`config.mk`:
```
export PLATFORM = sky130hd
export DESIGN_NAME = usb_desc_other_speed
export DESIGN_NICKNAME = d
export VERILOG_FILES = /design/src/verilog/desc_pkg.sv /design/src/verilog/desc_fields_if.sv /design/src/verilog/desc_field_select.sv /design/src/verilog/usb_desc_other_speed.sv
export SDC_FILE = /design/constraint.sdc
export NUM_CORES = 1
export LEC_CHECK = 0
export BUFFER_PORTS_ARGS = -buffer_cell sky130_fd_sc_hd__buf_2
export CORE_AREA = 2 2 99 139
export DETAILED_ROUTE_END_ITERATION = 10
export DIE_AREA = 0 0 101 141
export GPL_TIMING_DRIVEN = 1
export PLACE_DENSITY = 0.71
export SLEW_MARGIN = 5
export SYNTH_ARGS = -nofsm -noshare
export SYNTH_HDL_FRONTEND = slang
export SYNTH_SLANG_ARGS = --single-unit
export TNS_END_PERCENT = 5
```
`constraint.sdc`:
```
create_clock -name clk_i -period 6.6 [get_ports clk_i]
set_input_delay 0.66 -clock clk_i [delete_from_list [all_inputs] [get_ports clk_i]]
set_output_delay 0.66 -clock clk_i [all_outputs]
set_load 0.01 [all_outputs]
```
`src/verilog/desc_pkg.sv`:
```
package desc_pkg;
	// Descriptor types seen in the request's high value byte
	localparam logic [7:0] TYPE_STRING       = 8'h03;
	localparam logic [7:0] TYPE_INTERFACE    = 8'h04;
	localparam logic [7:0] TYPE_ENDPOINT     = 8'h05;
	localparam logic [7:0] TYPE_QUALIFIER    = 8'h06;
	localparam logic [7:0] TYPE_OTHER_SPEED  = 8'h07;
	// Other-speed configuration fixed fields and defaults
	localparam logic [7:0]  OSC_LENGTH       = 8'h09;
	localparam logic [15:0] OSC_TOTAL_LENGTH = 16'h0027;
	localparam logic [7:0]  OSC_NUM_IF       = 8'h01;
	localparam logic [7:0]  OSC_CFG_VALUE    = 8'h01;
	localparam logic [7:0]  OSC_CFG_STR_DEF  = 8'h00;
	localparam logic [7:0]  OSC_ATTR_DEF     = 8'hA0;
	localparam logic [7:0]  OSC_ATTR_WAKE    = 8'h20;
	localparam logic [7:0]  OSC_POWER_SELF   = 8'h01;
	localparam logic [7:0]  OSC_POWER_BUS    = 8'hFA;
	// Device qualifier fields
	localparam logic [7:0]  DQ_LENGTH        = 8'h0A;
	localparam logic [15:0] DQ_BCD_USB       = 16'h0200;
	localparam logic [7:0]  DQ_CLASS         = 8'hFF;
	localparam logic [7:0]  DQ_SUBCLASS      = 8'h00;
	localparam logic [7:0]  DQ_PROTOCOL      = 8'hFF;
	localparam logic [7:0]  DQ_MAX_PKT0      = 8'h40;
	localparam logic [7:0]  DQ_NUM_CFG       = 8'h01;
	localparam logic [7:0]  DQ_RESERVED      = 8'h00;
	// Language-ID string
	localparam logic [7:0]  LANGID_LENGTH    = 8'h04;
	localparam logic [7:0]  LANGID_EE_ADDR   = 8'h0A;
	localparam int          NUM_STRINGS      = 5;
endpackage : desc_pkg

```
`src/verilog/desc_fields_if.sv`:
```
interface desc_fields_if;
	// Opposite-speed field set handed from the selector to the streamer
	logic [7:0] cfg_string;
	logic [7:0] attributes;
	logic [7:0] max_power;
	logic [7:0] dev_class;
	logic [7:0] dev_subclass;
	logic [7:0] dev_protocol;

	modport source (output cfg_string, attributes, max_power, dev_class, dev_subclass,
		dev_protocol);
	modport sink   (input cfg_string, attributes, max_power, dev_class, dev_subclass,
		dev_protocol);
endinterface : desc_fields_if

```
`src/verilog/desc_field_select.sv`:
```
module desc_field_select (
	input  wire logic         high_speed_i,
	input  wire logic         ee_valid_i,
	input  wire logic         self_powered_i,
	input  wire logic         remote_wakeup_strap_i,
	input  wire logic [47:0]  ee_hs_fields_i,
	input  wire logic [47:0]  ee_fs_fields_i,
	desc_fields_if.source     fields
);
	logic [47:0] opp;

	// Opposite speed's settings feed both descriptors
	assign opp = high_speed_i ? ee_fs_fields_i : ee_hs_fields_i;

	// Defaults apply when no EEPROM is usable
	always_comb begin
		if (ee_valid_i) begin
			fields.cfg_string   = opp[7:0];
			fields.attributes   = opp[15:8];
			fields.max_power    = opp[23:16];
			fields.dev_class    = opp[31:24];
			fields.dev_subclass = opp[39:32];
			fields.dev_protocol = opp[47:40];
		end else begin
			fields.cfg_string   = desc_pkg::OSC_CFG_STR_DEF;
			fields.attributes   = remote_wakeup_strap_i ? desc_pkg::OSC_ATTR_DEF
				: (desc_pkg::OSC_ATTR_DEF & ~desc_pkg::OSC_ATTR_WAKE);
			fields.max_power    = self_powered_i ? desc_pkg::OSC_POWER_SELF
				: desc_pkg::OSC_POWER_BUS;
			fields.dev_class    = desc_pkg::DQ_CLASS;
			fields.dev_subclass = desc_pkg::DQ_SUBCLASS;
			fields.dev_protocol = desc_pkg::DQ_PROTOCOL;
		end
	end
endmodule // desc_field_select

```
`src/verilog/usb_desc_other_speed.sv`:
```
module usb_desc_other_speed (
	input  wire logic         clk_i,
	input  wire logic         resetn_i,
	input  wire logic         req_valid_i,
	input  wire logic [7:0]   req_type_i,
	input  wire logic [7:0]   req_index_i,
	input  wire logic [15:0]  req_langid_i,
	input  wire logic [15:0]  req_length_i,
	input  wire logic         high_speed_i,
	input  wire logic         self_powered_i,
	input  wire logic         remote_wakeup_strap_i,
	input  wire logic         ee_valid_i,
	input  wire logic [47:0]  ee_hs_fields_i,
	input  wire logic [47:0]  ee_fs_fields_i,
	input  wire logic [39:0]  ee_str_len_i,
	input  wire logic [39:0]  ee_str_off_i,
	output logic              ee_rd_o,
	output logic [7:0]        ee_addr_o,
	input  wire logic [7:0]   ee_data_i,
	input  wire logic         ee_ack_i,
	output logic              byte_valid_o,
	output logic [7:0]        byte_data_o,
	output logic              byte_last_o,
	input  wire logic         byte_ready_i,
	output logic              stall_o,
	output logic              busy_o
);
	typedef enum {IDLE, SEND, FETCH, WAIT_EE} state_t;

	desc_fields_if fields ();

	desc_field_select desc_field_select_inst (
		.high_speed_i          (high_speed_i),
		.ee_valid_i            (ee_valid_i),
		.self_powered_i        (self_powered_i),
		.remote_wakeup_strap_i (remote_wakeup_strap_i),
		.ee_hs_fields_i        (ee_hs_fields_i),
		.ee_fs_fields_i        (ee_fs_fields_i),
		.fields                (fields.source)
	);

	state_t      state, next_state;
	logic [7:0]  kind, next_kind;
	logic [7:0]  pos, next_pos;
	logic [7:0]  total, next_total;
	logic [7:0]  base, next_base;
	logic [7:0]  data, next_data;
	logic        stall, next_stall;
	logic        rom_src, next_rom_src;
	logic [7:0]  rom_byte;
	logic        any_string;
	logic [7:0]  str_len;
	logic [7:0]  str_off;

	// Internally generated bytes by position, words low byte first
	function automatic logic [7:0] rom_at(input logic [7:0] k, input logic [7:0] p,
		input logic [7:0] cs, input logic [7:0] at, input logic [7:0] mp,
		input logic [7:0] cl, input logic [7:0] sc, input logic [7:0] pr);
		logic [7:0] r;
		r = 8'h00;
		if (k == desc_pkg::TYPE_OTHER_SPEED) begin
			case (p)
				8'h00: r = desc_pkg::OSC_LENGTH;
				8'h01: r = desc_pkg::TYPE_OTHER_SPEED;
				8'h02: r = desc_pkg::OSC_TOTAL_LENGTH[7:0];
				8'h03: r = desc_pkg::OSC_TOTAL_LENGTH[15:8];
				8'h04: r = desc_pkg::OSC_NUM_IF;
				8'h05: r = desc_pkg::OSC_CFG_VALUE;
				8'h06: r = cs;
				8'h07: r = at;
				8'h08: r = mp;
				default: r = 8'h00;
			endcase
		end else if (k == desc_pkg::TYPE_QUALIFIER) begin
			case (p)
				8'h00: r = desc_pkg::DQ_LENGTH;
				8'h01: r = desc_pkg::TYPE_QUALIFIER;
				8'h02: r = desc_pkg::DQ_BCD_USB[7:0];
				8'h03: r = desc_pkg::DQ_BCD_USB[15:8];
				8'h04: r = cl;
				8'h05: r = sc;
				8'h06: r = pr;
				8'h07: r = desc_pkg::DQ_MAX_PKT0;
				8'h08: r = desc_pkg::DQ_NUM_CFG;
				default: r = desc_pkg::DQ_RESERVED;
			endcase
		end else begin
			r = (p == 8'h00) ? desc_pkg::LANGID_LENGTH : desc_pkg::TYPE_STRING;
		end
		return r;
	endfunction

	// Per-index string table lookup; index 0 never gets here
	assign str_len    = (req_index_i >= 8'h01 && req_index_i <= 8'h05)
		? ee_str_len_i[8*(req_index_i-8'h01) +: 8] : 8'h00;
	assign str_off    = (req_index_i >= 8'h01 && req_index_i <= 8'h05)
		? ee_str_off_i[8*(req_index_i-8'h01) +: 8] : 8'h00;
	assign any_string = |ee_str_len_i;
	assign rom_byte   = rom_at(kind, pos, fields.cfg_string, fields.attributes,
		fields.max_power, fields.dev_class, fields.dev_subclass, fields.dev_protocol);

	// Request decode and byte stream sequencing
	always_comb begin
		next_state   = state;
		next_kind    = kind;
		next_pos     = pos;
		next_total   = total;
		next_base    = base;
		next_data    = data;
		next_stall   = 1'b0;
		next_rom_src = rom_src;
		case (state)
			IDLE: begin
				if (req_valid_i) begin
					// Requested language ID never enters the decision
					next_kind = req_type_i;
					next_pos  = 8'h00;
					next_state = SEND;
					next_rom_src = 1'b1;
					if (req_type_i == desc_pkg::TYPE_OTHER_SPEED) begin
						next_total = desc_pkg::OSC_LENGTH;
					end else if (req_type_i == desc_pkg::TYPE_QUALIFIER) begin
						next_total = desc_pkg::DQ_LENGTH;
					end else if (req_type_i == desc_pkg::TYPE_STRING && req_index_i == 8'h00) begin
						next_total = desc_pkg::LANGID_LENGTH;
						next_base  = desc_pkg::LANGID_EE_ADDR - 8'h02;
						if (!ee_valid_i || !any_string) begin
							next_stall = 1'b1;
							next_state = IDLE;
						end
					end else if (req_type_i == desc_pkg::TYPE_STRING && req_index_i <= 8'h05) begin
						next_total   = str_len;
						next_base    = str_off;
						next_rom_src = 1'b0; // Raw EEPROM bytes
						if (!ee_valid_i || (str_len == 8'h00 && str_off == 8'h00)
							|| str_len == 8'h00) begin
							next_stall = 1'b1;
							next_state = IDLE;
						end
					end else begin
						next_stall = 1'b1; // Interface, endpoint, unknown
						next_state = IDLE;
					end
					// Truncate to the host's length
					if (next_state == SEND && {8'h00, next_total} > req_length_i) begin
						next_total = req_length_i[7:0];
					end
					if (next_state == SEND && next_total == 8'h00) begin
						next_state = IDLE;
					end
				end
			end
			SEND: begin
				// Langid payload beyond the header comes from EEPROM
				if (rom_src && (kind != desc_pkg::TYPE_STRING || pos < 8'h02)) begin
					next_data  = rom_byte;
					next_state = FETCH;
				end else begin
					next_state = WAIT_EE;
				end
			end
			WAIT_EE: begin
				if (ee_ack_i) begin
					next_data  = ee_data_i;
					next_state = FETCH;
				end
			end
			FETCH: begin
				if (byte_ready_i) begin
					next_pos   = pos + 8'h01;
					next_state = (pos + 8'h01 == total) ? IDLE : SEND;
				end
			end
			default: next_state = IDLE;
		endcase
	end

	// Only registering here; reset puts the stream idle
	always_ff @(posedge clk_i or negedge resetn_i) begin
		if (!resetn_i) begin
			state   <= IDLE;
			kind    <= 8'h00;
			pos     <= 8'h00;
			total   <= 8'h00;
			base    <= 8'h00;
			data    <= 8'h00;
			stall   <= 1'b0;
			rom_src <= 1'b0;
		end else begin
			state   <= next_state;
			kind    <= next_kind;
			pos     <= next_pos;
			total   <= next_total;
			base    <= next_base;
			data    <= next_data;
			stall   <= next_stall;
			rom_src <= next_rom_src;
		end
	end

	// Handshake outputs are decoded from state
	assign ee_rd_o      = (state == WAIT_EE);
	assign ee_addr_o    = base + pos;
	assign byte_valid_o = (state == FETCH);
	assign byte_data_o  = data;
	assign byte_last_o  = (state == FETCH) && (pos + 8'h01 == total);
	assign stall_o      = stall;
	assign busy_o       = (state != IDLE);

	// Stream checks; a stall must never leave the block busy
	a_stall_unsupported: assert property (@(posedge clk_i) disable iff (!resetn_i)
		state == IDLE && req_valid_i && (req_type_i == desc_pkg::TYPE_INTERFACE
		|| req_type_i == desc_pkg::TYPE_ENDPOINT) |=> stall_o && !busy_o)
		else $error("unsupported descriptor not stalled");
	a_stall_langid: assert property (@(posedge clk_i) disable iff (!resetn_i)
		state == IDLE && req_valid_i && req_type_i == desc_pkg::TYPE_STRING
		&& req_index_i == 8'h00 && !ee_valid_i |=> stall_o)
		else $error("langid without eeprom not stalled");
	a_stall_string: assert property (@(posedge clk_i) disable iff (!resetn_i)
		state == IDLE && req_valid_i && req_type_i == desc_pkg::TYPE_STRING
		&& req_index_i >= 8'h01 && req_index_i <= 8'h05 && !ee_valid_i |=> stall_o)
		else $error("string without eeprom not stalled");
	a_osc_first_byte: assert property (@(posedge clk_i) disable iff (!resetn_i)
		byte_valid_o && pos == 8'h00 && kind == desc_pkg::TYPE_OTHER_SPEED
		|-> byte_data_o == 8'h09)
		else $error("other speed length byte wrong");
	a_osc_power: assert property (@(posedge clk_i) disable iff (!resetn_i)
		byte_valid_o && pos == 8'h08 && kind == desc_pkg::TYPE_OTHER_SPEED
		&& !ee_valid_i |-> byte_data_o == (self_powered_i ? 8'h01 : 8'hFA))
		else $error("max power default wrong");
	a_osc_attr: assert property (@(posedge clk_i) disable iff (!resetn_i)
		byte_valid_o && pos == 8'h07 && kind == desc_pkg::TYPE_OTHER_SPEED
		&& !ee_valid_i |-> byte_data_o[5] == remote_wakeup_strap_i)
		else $error("attributes wakeup bit ignores strap");
	a_dq_reserved: assert property (@(posedge clk_i) disable iff (!resetn_i)
		byte_valid_o && pos == 8'h09 && kind == desc_pkg::TYPE_QUALIFIER
		|-> byte_data_o == 8'h00 && byte_last_o)
		else $error("qualifier reserved byte wrong");
	a_dq_bcd: assert property (@(posedge clk_i) disable iff (!resetn_i)
		byte_valid_o && pos == 8'h03 && kind == desc_pkg::TYPE_QUALIFIER
		|-> byte_data_o == 8'h02)
		else $error("qualifier release high byte wrong");
	a_trunc_len: assert property (@(posedge clk_i) disable iff (!resetn_i)
		byte_valid_o |-> pos < total)
		else $error("byte sent beyond length");
	a_langid_addr: assert property (@(posedge clk_i) disable iff (!resetn_i)
		ee_rd_o && kind == desc_pkg::TYPE_STRING && rom_src
		|-> ee_addr_o == 8'h0A || ee_addr_o == 8'h0B)
		else $error("langid read from wrong address");
	a_ee_hold: assert property (@(posedge clk_i) disable iff (!resetn_i)
		ee_rd_o && !ee_ack_i |=> ee_rd_o && $stable(ee_addr_o))
		else $error("eeprom read dropped before acknowledge");
endmodule // usb_desc_other_speed

```
==> run summary <==
Sum of negative setup slack: 0 ns
Worst r2r src: pos[1]$_DFFE_PN0P_
Post-Syn Nets: 894
PD cells: 223 mW/mm²
Clock share of power: 0.201
Die area: 0.0142 mm²
Via count: 5609
Worst reg-to-reg path cell count: 8
Syn Inst Count: 630
Fmax: 213 MHz
Crit Reg-Reg Endpoint: byte_data_o[3]$_DFFE_PN0P_
Yosys warns: 0
Ports: 262
Postcts setup bufs: 0
TritonCTS buffer count: 5
Remaining antenna violation count after routing: 0
Synthesized area: 0.00509 mm²
Worst vdd ir: 107 µV
P_sw: 613 µW
Clk buf depth: 2
Dpl cells: 999
Total global-route track usage: 0.230
Number of flops mapped to enable cells by yosys: 0
R2r setup slk: 3.19 ns
Endpoints failing hold: 0
Top_reg_cell synth: dfrtp_1
Hold_buf cts: 0
Pleak: 3.22 nW
Clock Sinks: 44
Initial Utilization: 0.388
First drt pass iteration count: 4
Max-cap check violation count: 0
H-tree depth: 2
Vias per std cell: 5.57
Critical Path End: total[0]$_DFFE_PN0P_
CP max-delay cell: and2_0
Proportion of layout cells with a drive suffix above 1: 0.355
Max FO, Critical Path: 25
Drt drc: 0
Final Slew Violations: 0
Sequential fraction of the synthesis area: 0.216
Switching share of power: 0.424
Crit path from: req_index_i[0]
Sequential Power Share: 0.296
Post-synth ARST share: 1.00
Share of the synthesized area in the top cell type: 0.216
WL/cell: 16.5 µm
RSZ-0062 raised after global routing: no
Unique masters post-synth: 79
GPL Wtd Cong: 0.951
Routed wire length: 16600 µm
Post-Layout Cell Count: 1007
Initial antenna violation count: 0
Clock Skew: 0.00401 ns
1st-iter DRT viols: 218
Internal: 832 µW
Largest net degree at the start of global routing: 45
Layout Nets: 1114
CTS tree: yes
Clk root buf: clkbuf_16
Area leader, netlist: dfrtp_1
Post-CTS sizing: 0
Clock slew seen by the registers of the worst setup and hold paths: 0.06 ns
Hpwl dp: 14000 µm
Worst Tran Pin Value: 1.03 ns
DIE HEIGHT: 141 µm
Status: complete, no violations
Minimum clock period: 4.70 ns
Worst Hold Class: in2async
Combinational share of power: 0.503
Crit path largest cell delay: 0.66 ns
Syn_area_per_cell: 8.08 µm²
Number of global-route vias before repair: 5528
Crit path required time: 6.75 ns
CP Capture Type: register
Placeable Area: 0.0131 mm²
Worst EP arrival: 4.85 ns
Rel. slew slack: 0.309
Clk Latency, worst-skew pair: 0.29 ns
Final Util: 0.493
Final setup violation count: 0
WS Path Type: in2reg
Startpoint types: primary input
First-pass GRT wire length: 26100 µm
Final worst-path cycle share: 0.712
Largest cells by area after synthesis: dfrtp_1 (22%), mux2i_1 (9.6%), nand2_1 (6.4%)
Synthesized flop and latch total: 44
Site row count: 50
Area Overhead vs Synth: 27.3%
IO buf count: 245
Die X: 101 µm
# diodes: 0
CP cell instances: buf_2 -> inv_1 -> ha_1 -> buf_4 -> and2_0 -> nand3_1 -> nor3b_1 -> o21ai_0 -> inv_1 -> ha_1 -> nor2b_1 -> o21a_1 -> o211ai_1 -> a311oi_1 -> o21ai_4 -> mux2i_1 -> o21ai_1
Grt total ovfl: 0
-- cell usage in the layout, fill, tap and decap left out, types with 6 or more instances in the layout --
| cell | n |
|---|---|
| a21oi_1 | 43 |
| a31oi_1 | 6 |
| and3_1 | 13 |
| buf_2 | 245 |
| dfrtp_1 | 44 |
| ha_1 | 22 |
| inv_1 | 27 |
| mux2_2 | 8 |
| mux2i_1 | 49 |
| mux4_2 | 8 |
| nand2_1 | 87 |
| nand2b_1 | 8 |
| nand3_1 | 26 |
| nand4_1 | 10 |
| nor2_1 | 35 |
| nor3_1 | 9 |
| nor4_1 | 16 |
| o211ai_1 | 8 |
| o21ai_0 | 43 |
| o21ai_1 | 9 |
| xnor2_1 | 13 |
| xor2_1 | 8 |
-- synthesized netlist by cell type (9+ instances only) --
cell type and n:
nand2_1 87, mux2i_1 49, dfrtp_1 44, a21oi_1 43
o21ai_0 43, nor2_1 35, inv_1 27, nand3_1 26
ha_1 22, clkbuf_1 19, nor4_1 16, and3_1 13
xnor2_1 13, nand4_1 10, nor3_1 9, o21ai_1 9
-- registers in the layout, indices dropped and copies added (netlist names) --
name	flops
base	8
byte_data_o	8
kind	8
pos	8
total	8
state	2
rom_src	1
stall_o	1
-- critical path, delay by kind of cell --
| family | cells | cell delay, ns |
|---|---|---|
| adders and majority gates | 2 | 0.50 |
| buffers and inverters | 4 | 0.90 |
| muxes | 1 | 0.25 |
| AOI/OAI and AO/OA | 6 | 1.38 |
| and+or+nand+nor | 4 | 1.14 |
-- kinds of logic after synthesis --
kind of cell | Yosys count | share of synthesized area
compound gates | 169 | 0.219
xor+xnor | 21 | 0.0361
fa+ha+maj | 23 | 0.0580
buf+inv | 62 | 0.0641
flops | 44 | 0.216
mux | 65 | 0.149
simple gates | 246 | 0.257
-- power groups by stage --
stage               Sequential, mW  Combinational [mW]  Clock (mW)
floorplan                    0.399               0.517           0
global placement             0.432               0.722           0
detailed placement           0.434               0.733           0
CTS                          0.429               0.735       0.298
global route                 0.444               0.817       0.310
finish                       0.428               0.726       0.291
-- area by class of cell --
cell class                 count  area, µm²
clock buffer                   5        125
fill                        1373       6660
tap                          156        195
multi-input combinational    524       3660
inverter                      27        101
timing repair buffer         248       1250
sequential                    44       1100
clock inverter                 3       46.3
-- worst min path at each step --
stage / startpoint / endpoint / slack (ns)
floorplan: resetn_i / base[0]$_DFFE_PN0P_ / 0.36
global placement: kind[7]$_DFFE_PN0P_ / kind[7]$_DFFE_PN0P_ / 0.45
detailed placement: kind[1]$_DFFE_PN0P_ / kind[1]$_DFFE_PN0P_ / 0.45
CTS: resetn_i / stall_o$_DFF_PN0_ / 0.47
global route: resetn_i / stall_o$_DFF_PN0_ / 0.51
finish: resetn_i / stall_o$_DFF_PN0_ / 0.44
-- metrics by stage --
stage	power [mW]	hold WS, ns	instance area (µm²)	worst slack (ns)
finish	1.45	0.440	6480	1.90
global route	1.57	0.510	6480	1.48
CTS	1.46	0.468	6480	1.96
detailed placement	1.17	0.454	6310	1.66
global placement	1.15	0.453	6310	1.70
floorplan	0.917	0.364	5090	2.69
-- layer usage --
metal  wire length (µm)  part of all wire  global-route usage
met5                  0                 0                   0
met4                560             0.034              0.0882
met3               1120             0.067              0.0342
met2               9030              0.54               0.474
met1               5900              0.36               0.217
No activity file was read; power rests on OpenSTA's default activity.
